--- src/hdl/secmode_pkg.sv ---
// shared constants and types for the security mode controller and its host end
// assumes a single 200 MHz clock shared by both ends
package secmode_pkg;
    localparam int CLK_PERIOD_NS = 5;
    localparam int OPC_W = 8;
    localparam int RSP_W = 12;
    localparam int DAT_W = 8;
    // response codes
    localparam logic [11:0] RC_SUCCESS = 12'h000;
    localparam logic [11:0] RC_FAILURE = 12'h101;
    localparam logic [11:0] RC_BAD_MODE = 12'h100;
    localparam logic [11:0] RC_BAD_AUTH = 12'h102;
    localparam logic [11:0] RC_BAD_STRUCT = 12'h103;
    // command opcodes (chosen)
    localparam logic [7:0] CMD_FULL_SELF_TEST = 8'h01;
    localparam logic [7:0] CMD_CAPABILITY_QUERY = 8'h02;
    localparam logic [7:0] CMD_TEST_RESULT_QUERY = 8'h03;
    localparam logic [7:0] CMD_HASH = 8'h10;
    localparam logic [7:0] CMD_HMAC = 8'h11;
    localparam logic [7:0] CMD_SYM_CIPHER = 8'h12;
    localparam logic [7:0] CMD_DRBG = 8'h13;
    localparam logic [7:0] CMD_KDF = 8'h14;
    localparam logic [7:0] CMD_UNSEAL = 8'h20;
    localparam logic [7:0] CMD_ASYM_DECRYPT = 8'h21;
    localparam logic [7:0] CMD_KEY_GEN = 8'h30;
    localparam logic [7:0] CMD_KEY_ZEROIZE = 8'h31;
    localparam logic [7:0] CMD_SIGN = 8'h32;
    // self-test mask bits
    localparam int ST_W = 13;
    localparam logic [12:0] ST_LIMITED = 13'h07FF;
    localparam logic [12:0] ST_FULL = 13'h1FFF;
    // work time of one self-test item and one command, in cycles
    localparam int TEST_ITEM_CYCLES = 4;
    localparam int CMD_WORK_CYCLES = 4;
    typedef enum logic [1:0] {
        MODE_LIMITED,
        MODE_FULL,
        MODE_SHUTDOWN,
        MODE_FAILURE
    } sec_mode_t;
endpackage : secmode_pkg

--- src/hdl/secmode_if.sv ---
// link between the host end and the security mode controller
// assumes both ends share clk; the testbench joins them
`timescale 1ns/1ps
`default_nettype none
interface secmode_if;
    import secmode_pkg::*;
    logic             cmdValid;
    logic             cmdReady;
    logic [7:0]       cmdOpcode;
    logic [7:0]       cmdParam;
    logic             cmdAuthOk;
    logic             cmdStructOk;
    logic             linkReset_n;
    logic             physicalPresence;
    logic             rspValid;
    logic [11:0]      rspCode;
    logic             dataValid;
    logic [7:0]       dataOut;
    logic             hostIrq;
    modport device (
        input  cmdValid, cmdOpcode, cmdParam, cmdAuthOk, cmdStructOk,
        input  linkReset_n, physicalPresence,
        output cmdReady, rspValid, rspCode, dataValid, dataOut, hostIrq
    );
    modport host (
        output cmdValid, cmdOpcode, cmdParam, cmdAuthOk, cmdStructOk,
        output linkReset_n, physicalPresence,
        input  cmdReady, rspValid, rspCode, dataValid, dataOut, hostIrq
    );
endinterface : secmode_if
`default_nettype wire

--- src/hdl/self_test_seq.sv ---
// walks a set of self-test items and reports pass or the first failure
// assumes fault inputs are synchronous to clk
`timescale 1ns/1ps
`default_nettype none
module self_test_seq
    import secmode_pkg::*;
(
    input  wire logic              clk,
    input  wire logic              reset_n,
    input  wire logic              start,
    input  wire logic [ST_W-1:0]   testMask,
    input  wire logic [ST_W-1:0]   faultIn,
    output logic                   busy,
    output logic                   done,
    output logic                   failed,
    output logic [ST_W-1:0]        failedMask
);
    logic [3:0] item;
    logic [2:0] tick;
    wire        itemFault = testMask[item] & faultIn[item];
    wire        lastItem  = (item == 4'(ST_W - 1));
    wire        tickEnd   = (tick == 3'(TEST_ITEM_CYCLES - 1));
    always_ff @(posedge clk) begin
        if (!reset_n) begin
            busy <= 1'b0;
            done <= 1'b0;
            failed <= 1'b0;
            failedMask <= '0;
            item <= '0;
            tick <= '0;
        end else begin
            done <= 1'b0;
            if (start && !busy) begin
                busy <= 1'b1;
                failed <= 1'b0;
                failedMask <= '0;
                item <= '0;
                tick <= '0;
            end else if (busy) begin
                tick <= tickEnd ? 3'h0 : tick + 3'h1;
                if (tickEnd) begin
                    if (itemFault) begin
                        failed <= 1'b1;
                        failedMask[item] <= 1'b1;
                    end
                    if (lastItem || itemFault) begin
                        busy <= 1'b0;
                        done <= 1'b1;
                    end else begin
                        item <= item + 4'h1;
                    end
                end
            end
        end
    end
endmodule : self_test_seq
`default_nettype wire

--- src/hdl/security_mode_controller.sv ---
// device end: operating mode tracking and command/response gating
// assumes host end on secmode_if, same clk; link pins already framed upstream
`timescale 1ns/1ps
`default_nettype none
module security_mode_controller
    import secmode_pkg::*;
(
    input  wire logic              clk,
    input  wire logic              reset_n,
    input  wire logic              powerOn_n,
    input  wire logic              upgradeDone,
    input  wire logic              fwIntegrityFail,
    input  wire logic [ST_W-1:0]   testFault,
    secmode_if.device              link,
    output logic [1:0]             modeState,
    output logic                   selfTestPassedNv,
    output logic                   selfResetReq
);
    typedef enum logic [2:0] {
        S_BOOT,
        S_BOOT_TEST,
        S_IDLE,
        S_WORK,
        S_TEST,
        S_RESPOND
    } ctl_t;
    ctl_t      ctl;
    sec_mode_t mode;
    logic [1:0] rstSync;
    logic [2:0] work;
    logic [7:0] opc;
    logic [7:0] par;
    logic       authOk;
    logic       structOk;
    logic       stStart;
    logic [ST_W-1:0] lastResult;
    wire        stBusy;
    wire        stDone;
    wire        stFailed;
    wire [ST_W-1:0] stFailMask;
    // link reset comes from a pin
    // the pin counts as asserted until two edges have seen it high
    always_ff @(posedge clk) begin
        if (!reset_n) rstSync <= 2'h0;
        else rstSync <= {rstSync[0], link.linkReset_n};
    end
    wire linkRst = !rstSync[1];
    wire isQuery   = (opc == CMD_CAPABILITY_QUERY) || (opc == CMD_TEST_RESULT_QUERY);
    wire isLimited = (opc == CMD_HASH) || (opc == CMD_HMAC) || (opc == CMD_SYM_CIPHER) ||
                     (opc == CMD_DRBG) || (opc == CMD_KDF) || (opc == CMD_FULL_SELF_TEST) ||
                     isQuery;
    wire isKeyOp   = (opc == CMD_KEY_GEN) || (opc == CMD_KEY_ZEROIZE);
    wire isPlain   = (opc == CMD_UNSEAL) || (opc == CMD_ASYM_DECRYPT) || (opc == CMD_SYM_CIPHER);
    wire carriesData = !isKeyOp && (opc != CMD_FULL_SELF_TEST);
    wire allowed   = (mode == MODE_FULL) || ((mode == MODE_LIMITED) && isLimited) ||
                     ((mode == MODE_FAILURE) && isQuery);
    wire plainOk   = !isPlain || (structOk && authOk);
    wire [11:0] rspSel = (mode == MODE_FAILURE && !isQuery) ? RC_FAILURE :
                         !allowed ? RC_BAD_MODE :
                         !structOk ? RC_BAD_STRUCT :
                         !plainOk ? RC_BAD_AUTH : RC_SUCCESS;
    // queries in failure mode still answer with their data byte
    wire sendData = (rspSel == RC_SUCCESS) && carriesData && !stBusy &&
                    (mode != MODE_FAILURE || isQuery);
    wire [7:0] dataSel = (opc == CMD_TEST_RESULT_QUERY) ? lastResult[7:0] :
                         (opc == CMD_CAPABILITY_QUERY) ? {6'h00, mode} : par ^ opc;
    // a boot bound for full mode must already cover the asymmetric tests
    wire [ST_W-1:0] testSet = (mode == MODE_FULL || selfTestPassedNv ||
                               opc == CMD_FULL_SELF_TEST) ? ST_FULL : ST_LIMITED;
    self_test_seq u_test (
        .clk        (clk),
        .reset_n    (reset_n),
        .start      (stStart),
        .testMask   (testSet),
        .faultIn    (testFault),
        .busy       (stBusy),
        .done       (stDone),
        .failed     (stFailed),
        .failedMask (stFailMask)
    );
    // models the non-volatile flag: power-on leaves it as it is, upgrade clears it, a passed full self-test command sets it
    always_ff @(posedge clk) begin
        if (!powerOn_n) selfTestPassedNv <= selfTestPassedNv;
        if (upgradeDone) selfTestPassedNv <= 1'b0;
        else if (ctl == S_TEST && stDone && !stFailed && opc == CMD_FULL_SELF_TEST)
            selfTestPassedNv <= 1'b1;
    end
    // shutdown is held across reset; only power removal clears it
    always_ff @(posedge clk) begin
        if (!powerOn_n) selfResetReq <= 1'b0;
        else if (ctl == S_BOOT && fwIntegrityFail) selfResetReq <= 1'b1;
    end
    always_ff @(posedge clk) begin
        if (!reset_n || linkRst) begin
            ctl <= S_BOOT;
            mode <= selfResetReq ? MODE_SHUTDOWN : MODE_LIMITED;
            stStart <= 1'b0;
            work <= '0;
            opc <= '0;
            par <= '0;
            authOk <= 1'b0;
            structOk <= 1'b0;
            lastResult <= '0;
            link.cmdReady <= 1'b0;
            link.rspValid <= 1'b0;
            link.rspCode <= RC_SUCCESS;
            link.dataValid <= 1'b0;
            link.dataOut <= '0;
            link.hostIrq <= 1'b0;
        end else begin
            stStart <= 1'b0;
            link.rspValid <= 1'b0;
            link.dataValid <= 1'b0;
            link.dataOut <= '0;
            unique case (ctl)
                S_BOOT: begin
                    if (fwIntegrityFail || selfResetReq) begin
                        mode <= MODE_SHUTDOWN;
                    end else begin
                        stStart <= 1'b1;
                        ctl <= S_BOOT_TEST;
                    end
                end
                S_BOOT_TEST: begin
                    if (stDone) begin
                        lastResult <= stFailMask;
                        if (stFailed) mode <= MODE_FAILURE;
                        else mode <= selfTestPassedNv ? MODE_FULL : MODE_LIMITED;
                        ctl <= S_IDLE;
                        link.cmdReady <= 1'b1;
                    end
                end
                S_IDLE: begin
                    if (link.cmdValid && link.cmdReady) begin
                        opc <= link.cmdOpcode;
                        par <= link.cmdParam;
                        authOk <= link.cmdAuthOk;
                        structOk <= link.cmdStructOk;
                        link.cmdReady <= 1'b0;
                        link.hostIrq <= 1'b0;
                        work <= '0;
                        ctl <= S_WORK;
                    end
                end
                S_WORK: begin
                    work <= work + 3'h1;
                    if (work == 3'(CMD_WORK_CYCLES - 1)) begin
                        if (opc == CMD_FULL_SELF_TEST && allowed && structOk) begin
                            stStart <= 1'b1;
                            ctl <= S_TEST;
                        end else begin
                            ctl <= S_RESPOND;
                        end
                    end
                end
                S_TEST: begin
                    if (stDone) begin
                        lastResult <= stFailMask;
                        if (stFailed) mode <= MODE_FAILURE;
                        else if (mode == MODE_LIMITED) mode <= MODE_FULL;
                        ctl <= S_RESPOND;
                    end
                end
                S_RESPOND: begin
                    link.rspValid <= 1'b1;
                    link.rspCode <= rspSel;
                    link.dataValid <= sendData;
                    link.dataOut <= sendData ? dataSel : 8'h00;
                    link.hostIrq <= 1'b1;
                    link.cmdReady <= 1'b1;
                    ctl <= S_IDLE;
                end
                default: ctl <= S_BOOT;
            endcase
        end
    end
    // report shutdown even while the loop holds the core in reset
    always_ff @(posedge clk) begin
        if (!reset_n && selfResetReq) modeState <= 2'(MODE_SHUTDOWN);
        else if (!reset_n) modeState <= 2'(MODE_LIMITED);
        else modeState <= 2'(mode);
    end
endmodule : security_mode_controller
`default_nettype wire

--- src/flat_wrapper.sv ---
// flat-port wrapper written by rule: the top's interface ports become plain ports
module security_mode_controller_flat import secmode_pkg::*;
  (clk, reset_n, powerOn_n, upgradeDone, fwIntegrityFail, testFault, modeState, selfTestPassedNv, selfResetReq, link_cmdValid, link_cmdOpcode, link_cmdParam, link_cmdAuthOk, link_cmdStructOk, link_linkReset_n, link_physicalPresence, link_cmdReady, link_rspValid, link_rspCode, link_dataValid, link_dataOut, link_hostIrq);
  secmode_if link_i ();
  input  wire logic clk;
  input  wire logic reset_n;
  input  wire logic powerOn_n;
  input  wire logic upgradeDone;
  input  wire logic fwIntegrityFail;
  input  wire logic [ST_W-1:0] testFault;
  output logic [1:0] modeState;
  output logic selfTestPassedNv;
  output logic selfResetReq;
  input wire logic [$bits(link_i.cmdValid)-1:0] link_cmdValid;
  input wire logic [$bits(link_i.cmdOpcode)-1:0] link_cmdOpcode;
  input wire logic [$bits(link_i.cmdParam)-1:0] link_cmdParam;
  input wire logic [$bits(link_i.cmdAuthOk)-1:0] link_cmdAuthOk;
  input wire logic [$bits(link_i.cmdStructOk)-1:0] link_cmdStructOk;
  input wire logic [$bits(link_i.linkReset_n)-1:0] link_linkReset_n;
  input wire logic [$bits(link_i.physicalPresence)-1:0] link_physicalPresence;
  output wire logic [$bits(link_i.cmdReady)-1:0] link_cmdReady;
  output wire logic [$bits(link_i.rspValid)-1:0] link_rspValid;
  output wire logic [$bits(link_i.rspCode)-1:0] link_rspCode;
  output wire logic [$bits(link_i.dataValid)-1:0] link_dataValid;
  output wire logic [$bits(link_i.dataOut)-1:0] link_dataOut;
  output wire logic [$bits(link_i.hostIrq)-1:0] link_hostIrq;
  assign link_i.cmdValid = link_cmdValid;
  assign link_i.cmdOpcode = link_cmdOpcode;
  assign link_i.cmdParam = link_cmdParam;
  assign link_i.cmdAuthOk = link_cmdAuthOk;
  assign link_i.cmdStructOk = link_cmdStructOk;
  assign link_i.linkReset_n = link_linkReset_n;
  assign link_i.physicalPresence = link_physicalPresence;
  assign link_cmdReady = link_i.cmdReady;
  assign link_rspValid = link_i.rspValid;
  assign link_rspCode = link_i.rspCode;
  assign link_dataValid = link_i.dataValid;
  assign link_dataOut = link_i.dataOut;
  assign link_hostIrq = link_i.hostIrq;
  security_mode_controller u_core (.clk(clk), .reset_n(reset_n), .powerOn_n(powerOn_n), .upgradeDone(upgradeDone), .fwIntegrityFail(fwIntegrityFail), .testFault(testFault), .link(link_i), .modeState(modeState), .selfTestPassedNv(selfTestPassedNv), .selfResetReq(selfResetReq));
endmodule
--- config.mk ---
export PLATFORM = sky130hd
export DESIGN_NAME = security_mode_controller_flat
export DESIGN_NICKNAME = d
export VERILOG_FILES = /design/src/hdl/secmode_pkg.sv /design/src/hdl/secmode_if.sv /design/src/hdl/self_test_seq.sv /design/src/hdl/security_mode_controller.sv /design/src/flat_wrapper.sv
export SDC_FILE = /design/constraint.sdc
export NUM_CORES = 1
export LEC_CHECK = 0
export BUFFER_PORTS_ARGS = -buffer_cell sky130_fd_sc_hd__clkbuf_2
export CAP_MARGIN = 10
export CORE_UTILIZATION = 45
export CTS_BUF_LIST = sky130_fd_sc_hd__clkbuf_4 sky130_fd_sc_hd__clkbuf_8
export CTS_CLUSTER_SIZE = 24
export DETAILED_ROUTE_END_ITERATION = 7
export GPL_ROUTABILITY_DRIVEN = 0
export PLACE_DENSITY = 0.66
export SLEW_MARGIN = 10
export SYNTH_ARGS = -nofsm -noshare
export SYNTH_HDL_FRONTEND = slang
export SYNTH_SLANG_ARGS = --single-unit
--- constraint.sdc ---
create_clock -name clk -period 5 [get_ports clk]
set_input_delay 1 -clock clk [delete_from_list [all_inputs] [get_ports clk]]
set_output_delay 1 -clock clk [all_outputs]
set_load 0.01 [all_outputs]
Word-level counts from Yosys, hierarchy flattened:

Index checks and enable logic that the tools add are counted.

* order comparisons: 2
* bitwise logic cells: 9
* multipliers: 0
* muxes and demuxes: 48
* eq/ne operators: 33
* shifts and indexed selects: 0
* add/sub/neg operators: 3
* reductions and logical operators: 66
* divide/modulo/power cells: 0

Operators by type and width (number)
* $eq A8 B5 Y1 const B: 5
* $mux W12: 3
* $eq A8 B6 Y1 const B: 4
* $mux W3: 7
* $logic_or A1 B1 Y1: 19
* $logic_and A1 B1 Y1: 18
* $mux W2: 9
* $pmux W3 S6: 1
* $eq A8 B2 Y1 const B: 2
* $mux W1: 16
* $mux W8: 2
* $mux W13: 1
* $or A13 B13 Y13: 1
* $eq A3 B2 Y1 const B: 4
* $logic_not A12 Y1: 1
* $reduce_and A5 Y1: 2
* $mux W9: 1
* $reduce_and A3 Y1: 3
* $bmux W1 S4: 2
* $eq A8 B1 Y1 const B: 1
* $ne A2 B2 Y1 const B: 4
* $ne A8 B1 Y1 const B: 1
* $reduce_and A2 Y1: 4
* $reduce_or A2 Y1: 4
* other kinds (29): 46

* register bits: 88
* memories kept: 0
* word-level logic and storage cells: 187
* memory bits (writable): 0
* memory bits (read-only): 0
* input port bits: 39
* output and inout port bits: 28
* latch bits: 0

Logic depth before layout (Yosys ltp):

* word-level depth: 18
* mapped depth: 8
* depth with buffers taken out: 7

By module:

A second synthesis with hierarchy kept.

* cells, all modules: 418
* area total of the unflattened synthesis: 3844.9 um2

By module, submodules not included
* security_mode_controller: instances 1, seq. area each 1141.1 um2, cells an instance 297, area each 2586.2 um2
* self_test_seq: instances 1, seq. area each 460.4 um2, cells an instance 121, area each 1258.7 um2

Worst setup path before layout:

OpenSTA, ideal clock, no wires.

* path kind: input-to-reg
* from: input port reset_n
* to: register u_core.link.dataOut[4]
* library setup time: 0.079 ns
* path slack: 2.664 ns
* arrival: 2.257 ns
* required time: 4.921 ns
* path buffers: 2
* stages on the path: 7
* path through: clkbuf_1 nand2_1 nor2_1 nand2_1 or4b_1 buf_6 a211oi_2

* word-level cells in the longest chain between the ends: 3

RTL lines
* from (decl): RTL line flat_wrapper.sv:6 `input wire logic reset_n;`
* $logic_not A1 Y1: RTL line security_mode_controller.sv:94 `if (!reset_n || linkRst) begin`
* $logic_or A1 B1 Y1: RTL line security_mode_controller.sv:94
* $reduce_or A3 Y1 (no source line)
* to (signal assigned): RTL line security_mode_controller.sv:168 `link.dataOut <= sendData ? dataSel : 8'h00;`
* to (decl): RTL line secmode_if.sv:23 `output cmdReady, rspValid, rspCode, dataValid, dataOut, hostIrq`

Every way passes these cells.
A chain may end at the register's enable or synchronous reset.

Final worst setup path:

* from: input port reset_n
* to: register u_core.link.dataOut[5]

The elaborated chain is that of the path after synthesis.

==> impl_metrics.csv <==
group,metric,value,unit
cells_and_area,final_cell_count_no_fill,548,
critical_path,cpPeakStageDelay,0.71,ns
power_and_ir_drop,vdd_drop_max,0.000187,V
cts,clockBufferDepth,2,
place,buffer_ports.inserted,56,
global_route,grt_overflow,0,
floorplanning,pin_count,67,
cts,cts-root-buf,"sky130_fd_sc_hd__clkbuf_8",
synthesis,synth-async-reset-ratio,0,%
sta,final_min_period_over_clock_period,48.4,%
critical_path,critical_path.most_common_cell,"sky130_fd_sc_hd__nand2_1",
route,vias,2859,
power_and_ir_drop,power_total,1.12,mW
floorplanning,core_area,0.00737,mm²
sta,fin_tns_setup,0,ns
floorplanning,die_height,89.9,µm
synthesis,synth-warning-count,0,
sta,rsz0062_at_grt,"no",
critical_path,critPathMaxFanout,40,
sta,fin_crit,2.42,ns
route,final_routed_wirelength_across_all_metal_layers,7280,µm
cts,number_of_buffers_inserted_by_post_cts_setup_repair,0,
cts,post_cts_hold_buffer_count,0,
route,vias_per_cell,5.22,
cells_and_area,antenna_cells,0,
critical_path,reg2reg_slack,2.69,ns
global_route,maximum_number_of_pins_on_one_net_before_global_route_repair,41,
cts,cts.reportedPaths.clkPinSlew,0.09,ns
floorplanning,placement_rows,31,
global_route,grt_first_pass_wirelength,12700,µm
cells_and_area,n_fill_cell,704,
sta,whs,0.453,ns
route,ant_nets,0,
cts,cts-htree-levels,3,
cells_and_area,drive_above_1_share,21.4,%
place,hpwl,5350,µm
sta,finalSetupViolations,0,
cts,clkLatencyLatePin,0.35,ns
run_status,run_status,"complete, no violations",
sta,timing_hold_violations_final,0,
synthesis,synth_top_flop_cell,"sky130_fd_sc_hd__dfxtp_1",
critical_path,setup.worst_path.start_class,"primary input",
route,detailedRoute.firstIterationViolations,106,
worst_hold_path,hold_class,"register to register",
power_and_ir_drop,p_leak,1.42,nW
sta,slew_violations,0,
global_route,gr-usage-all-layers,19.2,%
power_and_ir_drop,p_per_area,283,mW/mm²
critical_path,critical_path.n_buffers_inverters,2,
route,remaining_drc_errors,0,
global_route,antenna_violations_before_repair,0,
critical_path,cp.required,5.27,ns
route,routed_wire_length_per_instance,13.3,µm
critical_path,cp-end-kind,"register",
floorplanning,start_util,47.2,%
floorplanning,dieArea,0.00808,mm²
global_route,first_global_vias,2765,
cells_and_area,final_nets,490,
critical_path,timing.critical_path.arrival,2.69,ns
place,place_ws,2.19,ns
sta,fin_skew,0.0135,ns
critical_path,cp_cell_sequence,"clkbuf_2 > nand2_1 > buf_4 > nor2_1 > nand2_1 > or4b_1 > a211oi_2",
synthesis,synth_edf_count,2,
sta,achievable-frequency,0.413,GHz
critical_path,crit_family,"simple AND/OR/NAND/NOR gates",
synthesis,postSynthRegisterBits,74,
synthesis,post_synth.cell_area_avg,8.74,µm²
route,detailed_routing_iteration_count_for_the_pre_antenna_repair_pass,4,
synthesis,cell_area_after_technology_mapping,0.00348,mm²
synthesis,yosysSeqAreaShare,43.2,%
sta,post-route-worst-setup-slack,2.58,ns
sta,worstMarginPinSlew,0.736,ns
cts,tritoncts.num_buffers,9,
synthesis,synth.lib_cells_used.distinct,62,
flow_run,number_of_max_capacitance_violations_reported,0,
cts,cts-resized-gates,0,
place,post-place-cells,532,
synthesis,gate_count_post_synth,398,
critical_path,timing.setup.critical_path_class,"primary input to register",
critical_path,cpMaxStageDelayCell,"sky130_fd_sc_hd__or4b_1",
sta,timing.slew.headroom,50.9,%
cells_and_area,area_growth_syn_to_layout,13.9,%
cts,tritoncts,"built",
floorplanning,fp.dieW,89.9,µm
cts,tritoncts_num_sinks,74,
## cells by family after synthesis
family	Yosys count	synth area share, %
AO/OA/AOI/OAI	96	18.7
XOR/XNOR	7	1.76
AND/OR/NAND/NOR	150	21.2
buffers and inverters	43	6.59
adder cells (fa/ha/maj)	7	2.52
other	1	0.108
flip-flops	74	43.2
multiplexers	20	5.87
## state kept, by name, indices dropped and copies added (netlist names), 3 cells and up
name,cells
u_core.work,3
u_core.u_test.failedMask,8
u_core.opc,8
u_core.par,8
u_core.ctl,3
u_core.u_test.item,4
u_core.u_test.tick,3
u_core.link.dataOut,8
u_core.link.rspCode,3
u_core.lastResult,8
## layout make-up
type                    instances  area [µm²]  share of cell area, %
multi-input cells             289        1780                   45.0
flip-flops and latches         74        1500                   37.9
repair buffers                 59         303                   7.65
clock buffers                   9         124                   3.13
well taps                      99         124                   3.13
clock inverters                 7        83.8                   2.12
inverters                      11        41.3                   1.04
## layout by cell type, fill, tap and decap left out, types with 5 or more instances in the layout
cell / instances
sky130_fd_sc_hd__dfxtp_1: 72
sky130_fd_sc_hd__clkbuf_2: 56
sky130_fd_sc_hd__nand2_1: 52
sky130_fd_sc_hd__a21oi_1: 47
sky130_fd_sc_hd__nor2_1: 40
sky130_fd_sc_hd__mux2i_1: 17
sky130_fd_sc_hd__inv_1: 11
sky130_fd_sc_hd__o21ai_0: 11
sky130_fd_sc_hd__nor3_1: 9
sky130_fd_sc_hd__and2_1: 9
sky130_fd_sc_hd__conb_1: 9
sky130_fd_sc_hd__clkbuf_8: 9
sky130_fd_sc_hd__xnor2_1: 7
sky130_fd_sc_hd__ha_1: 7
sky130_fd_sc_hd__a211oi_2: 6
sky130_fd_sc_hd__nor2b_1: 5
## per-layer routing
metal  wire, µm  part of all wire, %  vias to the layer above  GRT usage, %
met5          0                    0                        -             0
met3        287                  3.9                       11          4.57
met1       3540                   49                     1326          24.8
met4        133                  1.8                        0          6.85
li1           -                    -                     1459             -
met2       3320                   46                       63          31.3
## cells in the mapped netlist, types with 9 or more instances
| library cell | instances | area, µm² |
|---|---|---|
| sky130_fd_sc_hd__buf_4 | 11 | 82.6 |
| sky130_fd_sc_hd__nor3_1 | 10 | 50.1 |
| sky130_fd_sc_hd__mux2i_1 | 17 | 170 |
| sky130_fd_sc_hd__inv_1 | 11 | 41.3 |
| sky130_fd_sc_hd__nand2_1 | 52 | 195 |
| sky130_fd_sc_hd__clkbuf_1 | 14 | 52.6 |
| sky130_fd_sc_hd__nor2_1 | 40 | 150 |
| sky130_fd_sc_hd__and2_1 | 9 | 56.3 |
| sky130_fd_sc_hd__dfxtp_1 | 72 | 1440 |
| sky130_fd_sc_hd__a21oi_1 | 47 | 235 |
| sky130_fd_sc_hd__o21ai_0 | 11 | 55.1 |
## final timing paths
check,to,cells past startpoint,start
max,u_core.link.dataOut[5],7,reset_n
min,u_core.rstSync[1],1,u_core.rstSync[0]
max reg2reg,u_core.u_test.item[0],7,u_core.u_test.item[1]
min reg2reg,u_core.rstSync[1],1,u_core.rstSync[0]
## power breakdown
part / total, mW / leakage, nW / internal, mW / switching, mW
clock network: 0.481 / 0.103 / 0.240 / 0.241
logic: 0.0406 / 0.717 / 0.0201 / 0.0205
registers: 0.599 / 0.604 / 0.595 / 0.00398
## per-stage QoR
step                      util [%]  instance area (µm²)
after floorplan                  -                 3510
after global placement        50.9                 3750
after detailed placement      50.9                 3750
after CTS                     53.7                 3960
after global routing          53.7                 3960
final                         53.7                 3960
Note: power is estimated with default switching activity, not from simulation.
